**src/rtl/xbs_pkg.sv**
```systemverilog
// Constants and types shared by the serial port 0 and address pin multiplexer
package xbs_pkg;

    localparam int unsigned REG_ADDR_W     = 8;
    localparam int unsigned REG_DATA_W     = 16;
    localparam logic [7:0]  EXT_BUS_SEL_OFS = 8'h00;
    localparam logic [15:0] EXT_BUS_SEL_RST = 16'h0000;
    localparam logic [15:0] EXT_BUS_SEL_RW_MASK = 16'h033F;

    localparam int unsigned ROUTE_LSB      = 8;
    localparam int unsigned ROUTE_MSB      = 9;
    localparam int unsigned RSVD_LSB       = 6;
    localparam int unsigned RSVD_MSB       = 7;
    localparam int unsigned ADDR_SEL_LSB   = 0;
    localparam int unsigned ADDR_SEL_MSB   = 5;

    localparam int unsigned ADDR_LINE15_BIT = 0;
    localparam int unsigned ADDR_LINE16_BIT = 1;
    localparam int unsigned ADDR_LINE17_BIT = 2;
    localparam int unsigned ADDR_LINE18_BIT = 3;
    localparam int unsigned ADDR_LINE19_BIT = 4;
    localparam int unsigned ADDR_LINE20_BIT = 5;

    localparam int unsigned SP0_PIN_CNT    = 6;
    localparam int unsigned ADDR_PIN_CNT   = 6;
    localparam int unsigned PAD_CNT        = 12;
    localparam int unsigned ADDR_PAD_BASE  = 6;
    localparam logic [2:0]  AUDIO_PIN_CNT  = 3'h4;

    typedef enum logic [1:0] {
        ROUTE_CARD  = 2'b00,
        ROUTE_AUDIO = 2'b01,
        ROUTE_GPIO  = 2'b10,
        ROUTE_RSVD  = 2'b11
    } xbs_route_t;

    typedef enum logic [1:0] {
        OWN_NONE  = 2'b00,
        OWN_CARD  = 2'b01,
        OWN_AUDIO = 2'b10,
        OWN_GPIO  = 2'b11
    } xbs_owner_t;

    typedef struct packed {
        logic [5:0] out;
        logic [5:0] oe;
    } xbs_pad6_t;

    typedef struct packed {
        logic [3:0] out;
        logic [3:0] oe;
    } xbs_pad4_t;

    typedef struct packed {
        xbs_route_t serial_port0_route_sel;
        logic [5:0] addr_line_pin_sel;
    } xbs_cfg_t;

    typedef struct packed {
        xbs_cfg_t    cfg;
        logic [15:0] rdata;
        xbs_pad6_t   sp0_pad;
        xbs_pad6_t   adr_pad;
        logic [5:0]  card_in;
        logic [3:0]  audio_in;
        logic [5:0]  gpl_in;
        logic [5:0]  gph_in;
        logic [11:0] sync1;
        logic [11:0] sync2;
        logic [11:0] sync3;
        logic [11:0] pad_in;
    } xbs_state_t;

    localparam xbs_state_t STATE_RST = '0;

endpackage

```
**src/rtl/xbs_pin_mux.sv**
```systemverilog
// Serial port 0 and upper address pin multiplexer with its selection register
//
// What this block and its software do
// RL1 - Route code 00 puts all six memory card port 0 signals on the six pins.
// RL2 - Route code 01 puts four audio port signals and general pins 5:4 on the pins.
// RL3 - Route code 10 puts general pins 5:0 on the pins; code 11 is reserved.
// RL4 - Register bits 7 and 6 are read-only zero and ignore writes.
// RL5 - Bit 5 selects address line 20 when 0, general pin 26 when 1.
// RL6 - Bit 4 selects address line 19 when 0, general pin 25 when 1.
// RL7 - Bit 3 selects address line 18 when 0, general pin 24 when 1.
// RL8 - Bit 2 selects address line 17 when 0, general pin 23 when 1.
// RL9 - Bit 1 selects address line 16 when 0, general pin 22 when 1.
// RL10 - Bit 0 selects address line 15 when 0, general pin 21 when 1.
// RL11 - Software resets every affected peripheral after changing pin routing.
// RL12 - Only the selected function drives a pin or sees its input; others see zero.
`timescale 1ns/1ps
`default_nettype none

module xbs_pin_mux (
    input  wire logic               ref_clk_i,
    input  wire logic               srst_i,
    input  wire logic [7:0]         reg_addr_i,
    input  wire logic [15:0]        reg_wdata_i,
    input  wire logic               reg_wr_i,
    input  wire logic               reg_rd_i,
    output logic      [15:0]        reg_rdata_o,
    input  wire logic [5:0]         sp0_pad_in_i,
    output var xbs_pkg::xbs_pad6_t  sp0_pad_o,
    input  wire logic [5:0]         adr_pad_in_i,
    output var xbs_pkg::xbs_pad6_t  adr_pad_o,
    input  wire xbs_pkg::xbs_pad6_t memory_card_port0_drv_i,
    output logic      [5:0]         memory_card_port0_in_o,
    input  wire xbs_pkg::xbs_pad4_t audio_serial_port0_drv_i,
    output logic      [3:0]         audio_serial_port0_in_o,
    input  wire xbs_pkg::xbs_pad6_t general_pins_low_six_drv_i,
    output logic      [5:0]         general_pins_low_six_in_o,
    input  wire xbs_pkg::xbs_pad6_t general_pins_high_six_drv_i,
    output logic      [5:0]         general_pins_high_six_in_o,
    input  wire logic [5:0]         ext_mem_addr_i
);

    xbs_pkg::xbs_state_t st;
    xbs_pkg::xbs_state_t next_st;

    // Which function owns a serial port 0 pin under a given route code
    function automatic xbs_pkg::xbs_owner_t sp0_owner(
        input xbs_pkg::xbs_route_t route,
        input logic [2:0]          pin
    );
        xbs_pkg::xbs_owner_t own;
        own = xbs_pkg::OWN_NONE;
        case (route)
            xbs_pkg::ROUTE_CARD: begin
                own = xbs_pkg::OWN_CARD;
            end
            xbs_pkg::ROUTE_AUDIO: begin
                own = (pin < xbs_pkg::AUDIO_PIN_CNT) ? xbs_pkg::OWN_AUDIO : xbs_pkg::OWN_GPIO;
            end
            xbs_pkg::ROUTE_GPIO: begin
                own = xbs_pkg::OWN_GPIO;
            end
            default: begin
                own = xbs_pkg::OWN_NONE;
            end
        endcase
        return own;
    endfunction

    // Read image of the selection register; reserved and absent bits read zero
    function automatic logic [15:0] reg_image(input xbs_pkg::xbs_cfg_t cfg);
        logic [15:0] img;
        img = xbs_pkg::EXT_BUS_SEL_RST;
        img[xbs_pkg::ROUTE_MSB:xbs_pkg::ROUTE_LSB] = cfg.serial_port0_route_sel;
        img[xbs_pkg::ADDR_SEL_MSB:xbs_pkg::ADDR_SEL_LSB] = cfg.addr_line_pin_sel;
        return img;
    endfunction

    always_comb begin
        xbs_pkg::xbs_owner_t own;
        own = xbs_pkg::OWN_NONE;
        next_st = st;

        // Pin inputs: three stages, a change is taken once stages two and three agree
        next_st.sync1 = {adr_pad_in_i, sp0_pad_in_i};
        next_st.sync2 = st.sync1;
        next_st.sync3 = st.sync2;
        for (int i = 0; i < xbs_pkg::PAD_CNT; i++) begin
            if (st.sync2[i] == st.sync3[i]) begin
                next_st.pad_in[i] = st.sync3[i];
            end
        end

        // Register write; bits 7:6 and 15:10 are not stored
        if (reg_wr_i && (reg_addr_i == xbs_pkg::EXT_BUS_SEL_OFS)) begin
            next_st.cfg.serial_port0_route_sel =
                xbs_pkg::xbs_route_t'(reg_wdata_i[xbs_pkg::ROUTE_MSB:xbs_pkg::ROUTE_LSB]);
            next_st.cfg.addr_line_pin_sel =
                reg_wdata_i[xbs_pkg::ADDR_SEL_MSB:xbs_pkg::ADDR_SEL_LSB]; // RL4
        end

        // Read data stands only in the cycle after the read strobe
        next_st.rdata = 16'h0000;
        if (reg_rd_i && (reg_addr_i == xbs_pkg::EXT_BUS_SEL_OFS)) begin
            next_st.rdata = reg_image(st.cfg); // RL4
        end

        // Unselected functions see zero and never drive
        next_st.card_in  = 6'h00; // RL12
        next_st.audio_in = 4'h0;
        next_st.gpl_in   = 6'h00;
        next_st.gph_in   = 6'h00;
        next_st.sp0_pad  = '0;

        for (int i = 0; i < xbs_pkg::SP0_PIN_CNT; i++) begin
            own = sp0_owner(st.cfg.serial_port0_route_sel, 3'(i));
            case (own)
                xbs_pkg::OWN_CARD: begin
                    next_st.sp0_pad.out[i] = memory_card_port0_drv_i.out[i]; // RL1
                    next_st.sp0_pad.oe[i]  = memory_card_port0_drv_i.oe[i];
                    next_st.card_in[i]     = st.pad_in[i];
                end
                xbs_pkg::OWN_AUDIO: begin
                    next_st.sp0_pad.out[i]     = audio_serial_port0_drv_i.out[2'(i)]; // RL2
                    next_st.sp0_pad.oe[i]      = audio_serial_port0_drv_i.oe[2'(i)];
                    next_st.audio_in[2'(i)]    = st.pad_in[i];
                end
                xbs_pkg::OWN_GPIO: begin
                    next_st.sp0_pad.out[i] = general_pins_low_six_drv_i.out[i]; // RL3
                    next_st.sp0_pad.oe[i]  = general_pins_low_six_drv_i.oe[i];
                    next_st.gpl_in[i]      = st.pad_in[i];
                end
                default: begin
                    next_st.sp0_pad.out[i] = 1'b0; // RL12
                    next_st.sp0_pad.oe[i]  = 1'b0;
                end
            endcase
        end

        // Upper address pins: 0 gives the memory address line, 1 the general pin
        for (int i = 0; i < xbs_pkg::ADDR_PIN_CNT; i++) begin // RL6 RL7 RL8 RL9
            if (st.cfg.addr_line_pin_sel[i]) begin
                next_st.adr_pad.out[i] = general_pins_high_six_drv_i.out[i]; // RL5
                next_st.adr_pad.oe[i]  = general_pins_high_six_drv_i.oe[i];
                next_st.gph_in[i]      = st.pad_in[xbs_pkg::ADDR_PAD_BASE + i]; // RL12
            end else begin
                next_st.adr_pad.out[i] = ext_mem_addr_i[i]; // RL10
                next_st.adr_pad.oe[i]  = 1'b1;
            end
        end
    end

    always_ff @(posedge ref_clk_i) begin
        if (srst_i) begin
            st <= xbs_pkg::STATE_RST;
        end else begin
            st <= next_st;
        end
    end

    assign reg_rdata_o                 = st.rdata;
    assign sp0_pad_o                   = st.sp0_pad;
    assign adr_pad_o                   = st.adr_pad;
    assign memory_card_port0_in_o      = st.card_in;
    assign audio_serial_port0_in_o     = st.audio_in;
    assign general_pins_low_six_in_o   = st.gpl_in;
    assign general_pins_high_six_in_o  = st.gph_in;

    // Checks
    logic [5:0] sp0_pad_q;
    logic [5:0] adr_pad_q;
    logic       sel_wr;
    logic       sel_rd;
    logic [5:0] gp_sel;

    assign gp_sel    = st.cfg.addr_line_pin_sel;
    assign sp0_pad_q = st.pad_in[5:0];
    assign adr_pad_q = st.pad_in[11:6];
    assign sel_wr    = reg_wr_i && (reg_addr_i == xbs_pkg::EXT_BUS_SEL_OFS);
    assign sel_rd    = reg_rd_i && (reg_addr_i == xbs_pkg::EXT_BUS_SEL_OFS);
endmodule

`default_nettype wire

```
**config.mk**
```make
export PLATFORM = sky130hd
export DESIGN_NAME = xbs_pin_mux
export DESIGN_NICKNAME = d
export VERILOG_FILES = /design/src/rtl/xbs_pkg.sv /design/src/rtl/xbs_pin_mux.sv
export SDC_FILE = /design/constraint.sdc
export NUM_CORES = 1
export LEC_CHECK = 0
export BUFFER_PORTS_ARGS = -buffer_cell sky130_fd_sc_hd__buf_4
export CORE_MARGIN = 5
export CORE_UTILIZATION = 48
export DETAILED_ROUTE_END_ITERATION = 10
export MAX_ROUTING_LAYER = met4
export PLACE_DENSITY = 0.88
export SYNTH_ARGS = -nofsm -noshare
export SYNTH_HDL_FRONTEND = slang
export SYNTH_SLANG_ARGS = --single-unit
```
**constraint.sdc**
```tcl
create_clock -name ref_clk_i -period 2.1 [get_ports ref_clk_i]
set_input_delay 0.42 -clock ref_clk_i [delete_from_list [all_inputs] [get_ports ref_clk_i]]
set_output_delay 0.42 -clock ref_clk_i [all_outputs]
set_load 0.05 [all_outputs]
```
==> results of run 1 <==
==> placed cells by master (no fill, tap or decap), types with 2 or more instances in the layout <==
cell       count
bufinv_16      2
inv_1         13
and2_1        18
ha_1           5
a21o_1         4
nor2_1        24
buf_4        132
conb_1        10
dfxtp_1      108
nand3_1        4
mux2i_1       14
a21oi_1       20
nand2_1       14
clkbuf_8      11
nand2b_1      16
o21ai_0       12
nor2b_1       38
or4_4          2
and3b_1        2
a22oi_1        8
a222oi_1       4
==> cell families (layout without fill, tap and decap cells) <==
family,count (synthesis),count (layout),share of synthesized area (%)
and+or+nand+nor,121,121,17.7
DFF,108,108,54.8
buffers and inverters,90,161,14.8
AOI/OAI and AO/OA,48,48,7.36
muxes,14,14,3.55
adders and majority gates,5,5,1.59
other,1,10,0.0951
==> through the flow <==
stage / instances / cell area (µm²) / hold slack (ns)
2_1_floorplan: 396 / 3980 / 0.414
3_3_place_gp: 557 / 4580 / 0.417
3_5_place_dp: 557 / 4580 / 0.427
4_1_cts: 572 / 4800 / 0.251
5_1_grt: 572 / 4800 / 0.245
6_report: 572 / 4800 / 0.272
==> flip-flops by register name, indices dropped and copies added (netlist names) <==
signal / cells
memory_card_port0_in_o: 6
sp0_pad_o: 12
st: 14
reg_rdata_o: 8
general_pins_high_six_in_o: 6
adr_pad_o: 12
audio_serial_port0_in_o: 2
next_st: 24
adr_pad_q: 6
gp_sel: 6
general_pins_low_six_in_o: 6
sp0_pad_q: 6
==> power breakdown <==
group | switching (mW) | leakage, nW | internal, mW
clock | 0.641 | 0.113 | 0.736
combinational | 0.208 | 1.15 | 0.167
sequential | 0.0170 | 0.883 | 2.10
==> per-layer routing <==
metal / up-vias / part of all wire, % / global-route usage (%)
met4: 0 / 2.6 / 7.88
li1: 1313 / - / -
met3: 17 / 6.9 / 2.91
met5: - / 0 / -
met1: 1226 / 38 / 17.2
met2: 89 / 53 / 27.7
==> cells in the mapped netlist (4+ instances only) <==
cell        n
buf_4      62
nand3_1     4
dfxtp_1   108
a21o_1      4
nor2_1     24
a222oi_1    4
nand2b_1   16
clkbuf_1   13
o21ai_0    12
inv_1      13
ha_1        5
a22oi_1     8
nand2_1    14
a21oi_1    20
and2_1     18
nor2b_1    38
mux2i_1    14
==> final cells by class <==
class                           count  area, µm²  share of cell area, %
Sequential cell                   108       2160                   45.0
Multi-Input combinational cell    198       1230                   25.6
Timing Repair Buffer              132        991                   20.6
Clock buffer                       12        155                   3.23
Tap cell                          105        131                   2.73
Clock inverter                      3       68.8                   1.43
Inverter                           14       66.3                   1.38
==> worst max-delay path by stage <==
| stage | cells after the start | from | endpoint |
|---|---|---|---|
| global placement | 4 | reg_addr_i[5] | reg_rdata_o[9] |
| CTS | 4 | st[116] | memory_card_port0_in_o[2] |
| detailed placement | 5 | reg_addr_i[5] | st[117] |
| floorplan | 3 | reg_addr_i[5] | gp_sel[0] |
| global route | 4 | st[116] | memory_card_port0_in_o[3] |
| finish | 4 | st[116] | memory_card_port0_in_o[2] |
==> impl_summary.log, run 1 <==
[metrics] global-route congestion overflow total: 0
[metrics] leakage dissipation: 2.15 nW
[metrics] slack of the worst reg-to-reg path: 0.56 ns
[metrics] Crit. End Element: flop
[metrics] total setup violations reported at the end of the flow: 0
[metrics] Post-Route Utilization: 59.4%
[metrics] layout cells sized above 1: 32.3%
[metrics] # IOs: 152
[metrics] worst hold endpoint: next_st[32]
[metrics] post-route clock skew: 0.0129 ns
[metrics] required time of the critical path: 2.40 ns
[metrics] number of standard cells after synthesis: 387
[metrics] core area: 8090 µm²
[metrics] worst reg-to-reg path cell count: 4
[metrics] drt initial violations: 103
[metrics] count of inserted antenna diode cells: 0
[metrics] number of enable flip-flop cells after synthesis: 0
[metrics] number of global-route vias before repair: 2788
[metrics] post-route ant nets: 0
[metrics] Setup Slack @ Placement: 0.293 ns
[metrics] critical-path cell with the highest stage delay: ha_1
[metrics] synthesis-to-finish area growth: 21.9%
[metrics] final count of pins violating max slew: 0
[metrics] hold-critical path depth: 2
[metrics] Worst Hold Class: in2reg
[metrics] total of fill cells in the finished design: 707
[metrics] Synth cell types: 25
[metrics] peak ir drop on the vdd network: 373 µV
[metrics] number of resized instances in the post-cts repair step: 0
[metrics] Pwr Density: 805 nW/µm²
[metrics] post-synthesis cell type with the largest combined area: dfxtp_1
[metrics] proportion of synthesized chip area in sequential cells: 54.8%
[metrics] mapped cell area: 3940 µm²
[metrics] Worst setup SP type: flop
[metrics] mean post-synth cell area: 10.2 µm²
[metrics] PnR worst setup slack: 0.560 ns
[metrics] standard-cell rows: 33
[metrics] source of the worst hold timing path: adr_pad_in_i[2]
[metrics] Post-CTS Hold Fix Bufs: 0
[metrics] TritonCTS clock tree: built
[metrics] dpl hpwl: 5840 µm
[metrics] Area contributors post-synth: dfxtp_1 55%, buf_4 12%, nor2b_1 6.0%
[metrics] total power draw: 3.87 mW
[metrics] maximum number of pins on one net before global-route repair: 76
[metrics] Achievable Freq: 649 MHz
[metrics] cell family with the largest share of critical-path delay: simple AND/OR/NAND/NOR gates
[metrics] Warnings, synthesis: 0
[metrics] clock transition at the registers of the reported paths: 0.10 ns
[metrics] first-pass GRT wire length: 12500 µm
[metrics] reg-to-reg startpoint: st[116]
[metrics] global-route usage over all layers: 15.9%
[metrics] detailed-route wire length per cell: 13.6 µm
[metrics] shortest period the worst path allows: 1.54 ns
[metrics] setup repair after global routing missed its margin: false
[metrics] Initial Util: 48.7%
[metrics] final number of hold-violating endpoints: 0
[metrics] number of I/O port buffers: 129
[metrics] combined buffer and inverter count along the critical path: 1
[metrics] TritonCTS Sinks: 108
[metrics] die height: 101 µm
[metrics] via count of the routed design: 2645
[metrics] max cap viols: 0
[metrics] DRC: 0
[metrics] first-pass iteration count of the detailed router: 4
[metrics] ordered list of cells on the worst path: inv_1 > ha_1 > nor2b_1 > and2_1
[metrics] die area: 10100 µm²
[metrics] Die X-Extent: 101 µm
[metrics] vias per cell: 4.62
[metrics] outcome: finished, final reports clean
[metrics] maximum root-to-sink buffer count: 2
[metrics] Crit path largest cell delay: 0.45 ns
[metrics] post-synth top area share: 54.8%
[metrics] Clock Root Buffer: clkbuf_8
[metrics] slew at the pin closest to its max-slew limit: 0.687 ns
[metrics] WP data arrival: 1.84 ns
[metrics] dominant register cell in the synthesized netlist: dfxtp_1
[metrics] post-CTS setup-driven buffer insertion count: 0
[metrics] CP Max Fanout: 13
[metrics] post-synthesis register bit count: 108
[metrics] fin nets: 558
[metrics] aggregate negative setup slack: 0 ns
[metrics] Final Cycle Share: 73.3%
[metrics] insertion delay of the later-clocked pin in the worst-skew pair: 0.36 ns
[metrics] worst rel slew slack: 54.2%
[metrics] number of antenna violations at the first check in global routing: 0
[metrics] CTS H-Tree Depth: 3
[metrics] final weighted congestion in routability-driven placement: 0.803
[metrics] CTS buffer count: 9
[metrics] async set-reset flop share out of synthesis: 0%
[metrics] reg-to-reg critical path endpoint: memory_card_port0_in_o[2]
[metrics] Critical Setup Path Class: reg2reg
[metrics] overall routed net length: 7760 µm
Power figures use the tool's default switching activity.
==> inputs of run 2 (changes only) <==
==> constraint.sdc (replaced) <==
create_clock -name ref_clk_i -period 1.55 [get_ports ref_clk_i]
set_input_delay 0.31 -clock ref_clk_i [delete_from_list [all_inputs] [get_ports ref_clk_i]]
set_output_delay 0.31 -clock ref_clk_i [all_outputs]
set_load 0.05 [all_outputs]
==> run 2 against run 1 <==
Net effect:
- clock power grew 17%
- sequential power grew 35%
- final cell count grew 1.0%
- setup slack lost 0.40 ns
- sequential cell count is the same
- critical endpoint is now audio_serial_port0_in_o[0]
- sequential share of layout area shrank 0.34 points
- critical path depth grew 1
- via count shrank 0.64%
- fmax grew 11%
- largest cell class unchanged
- total power grew 29%
- wire length shrank 1.7%
==> impl_summary.log, run 2 (synthesis results as in run 1) <==
[metrics] vias per cell: 4.55 (-1.7%)
[metrics] global-route usage over all layers: 15.5% (-0.33 points)
[metrics] global-route congestion overflow total: 0 (unchanged)
[metrics] detailed-route wire length per cell: 13.2 µm (-2.7%)
[metrics] origin of the worst setup path: st[116]
[metrics] final count of pins violating max slew: 0 (unchanged)
[metrics] reg-to-reg critical path endpoint: audio_serial_port0_in_o[0]
[metrics] number of I/O port buffers: 129 (unchanged)
[metrics] CTS H-Tree Depth: 3 (unchanged)
[metrics] CP Capture Point: audio_serial_port0_in_o[0]
[metrics] Critical Setup Path Class: reg2reg
[metrics] die area: 10100 µm² (unchanged)
[metrics] Initial Util: 48.7% (unchanged)
[metrics] standard-cell rows: 33 (unchanged)
[metrics] maximum number of pins on one net before global-route repair: 35 (-54%)
[metrics] leading cell types in the layout, fill and taps excluded: 135 x buf_4, 108 x dfxtp_1, 37 x nor2b_1
[metrics] Worst setup SP type: flop
[metrics] overall routed net length: 7620 µm (-1.7%)
[metrics] non-filler cells in the finished layout: 578 (+1.0%)
[metrics] worst reg-to-reg path cell count: 5 (+1)
[metrics] Post-CTS Hold Fix Bufs: 0 (unchanged)
[metrics] leakage dissipation: 2.17 nW (+0.70%)
[metrics] drt initial violations: 123 (+19%)
[metrics] required time of the critical path: 1.83 ns (-0.57 ns)
[metrics] fin nets: 563 (+0.90%)
[metrics] slack of the worst reg-to-reg path: 0.16 ns (-0.40 ns)
[metrics] CTS buffer count: 9 (unchanged)
[metrics] number of placed instances with taps included: 562 (+0.90%)
[metrics] TritonCTS clock tree: built
[metrics] number of resized instances in the post-cts repair step: 0 (unchanged)
[metrics] total setup violations reported at the end of the flow: 0 (unchanged)
[metrics] dpl hpwl: 5810 µm (-0.57%)
[metrics] insertion delay of the later-clocked pin in the worst-skew pair: 0.36 ns (about the same)
[metrics] clock transition at the registers of the reported paths: 0.10 ns (about the same)
[metrics] count of inserted antenna diode cells: 0 (unchanged)
[metrics] final number of hold-violating endpoints: 0 (unchanged)
[metrics] total power draw: 5.01 mW (+29%)
[metrics] total of fill cells in the finished design: 704 (-0.42%)
[metrics] number of global-route vias before repair: 2612 (-6.3%)
[metrics] outcome: finished, final reports clean
[metrics] # IOs: 152 (unchanged)
[metrics] reg-to-reg startpoint: st[116]
[metrics] via count of the routed design: 2628 (-0.64%)
[metrics] first-pass GRT wire length: 12200 µm (-2.3%)
[metrics] shortest period the worst path allows: 1.39 ns (-0.152 ns)
[metrics] max cap viols: 0 (unchanged)
[metrics] Achievable Freq: 721 MHz (+11%)
[metrics] Final Cycle Share: 89.5% (+16 points)
[metrics] source of the worst hold timing path: adr_pad_in_i[2]
[metrics] number of flip-flops under the largest register name: 24 (unchanged)
[metrics] number of antenna violations at the first check in global routing: 0 (unchanged)
[metrics] Pwr Density: 1030 nW/µm² (+28%)
[metrics] maximum root-to-sink buffer count: 2 (unchanged)
[metrics] most common library cell in the layout ignoring fill and taps: buf_4
[metrics] post-route ant nets: 0 (unchanged)
[metrics] layout cells sized above 1: 33.6% (+1.3 points)
[metrics] Post-Route Utilization: 59.8% (+0.45 points)
[metrics] Clock Root Buffer: clkbuf_8
[metrics] DRC: 0 (unchanged)
[metrics] core area: 8090 µm² (unchanged)
[metrics] TritonCTS Sinks: 108 (unchanged)
[metrics] die height: 101 µm (unchanged)
[metrics] synthesis-to-finish area growth: 22.8%
[metrics] Crit. End Element: flop
[metrics] Die X-Extent: 101 µm (unchanged)
[metrics] WP data arrival: 1.67 ns (-0.17 ns)
[metrics] peak ir drop on the vdd network: 507 µV (+36%)
[metrics] Worst Hold Class: in2reg
[metrics] first-pass iteration count of the detailed router: 4 (unchanged)
[metrics] CP Max Fanout: 9 (-4)
[metrics] setup repair after global routing missed its margin: false
[metrics] final weighted congestion in routability-driven placement: 0.830 (+3.3%)
[metrics] post-CTS setup-driven buffer insertion count: 0 (unchanged)
[metrics] post-route clock skew: 0.0123 ns (-0.000580 ns)
[run 2: changes by cell type in the layout (fill, tap and decap cells not counted), sizes merged]
cell / before / now
bufinv: 3 / 1
clkinv: 0 / 1
clkinvlp: 0 / 2
clkbuf: 12 / 11
buf: 132 / 137
inv: 14 / 15
[run 2: per-layer routing]
metal,up-vias,global-route usage [%],wire length (µm)
li1,1332,-,-
met1,1192,18.1,3010
met2,94,26.5,3950
met3,10,2.91,554
met4,0,5.91,114
met5,-,-,0
[run 2: stage by stage]
stage | setup slack, ns | hold WS (ns) | setup TNS [ns] | area [µm²]
floorplan | -0.00372 | 0.414 | -0.0298 | 3980
global placement | -0.0836 | 0.416 | -1.06 | 4640
detailed placement | -0.131 | 0.422 | -1.57 | 4640
CTS | 0.153 | 0.142 | 0 | 4840
global route | 0.0337 | 0.131 | 0 | 4840
finish | 0.163 | 0.162 | 0 | 4840
[run 2: worst min path at each step]
stage                             end  depth (start not counted)  slack, ns
after floorplan           next_st[12]                          1       0.41
after global placement    next_st[15]                          1       0.42
after detailed placement  next_st[12]                          1       0.42
after CTS                 next_st[30]                          2       0.14
after global routing      next_st[32]                          2       0.13
final                     next_st[32]                          2       0.16
[run 2: layout make-up]
type	count	area [µm²]	share of cell area, %
Clock buffer	11	151	3.13
Clock inverter	5	43.8	0.905
Inverter	14	66.3	1.37
Multi-Input combinational cell	198	1230	25.5
Sequential cell	108	2160	44.7
Tap cell	105	131	2.71
Timing Repair Buffer	137	1050	21.8
[run 2: critical path, cell delays in order, from the launching register on]
cell and delay [ns]:
dfxtp_1 0.39, inv_1 0.08, ha_1 0.43, nand2_1 0.14, nand3_1 0.11, a21oi_1 0.17
[run 2: power breakdown]
group	internal (mW)	switching [mW]	leakage [nW]
clock network	0.693	0.929	0.0941
logic	0.234	0.285	1.19
registers	2.85	0.0223	0.883
total	3.77	1.24	2.17
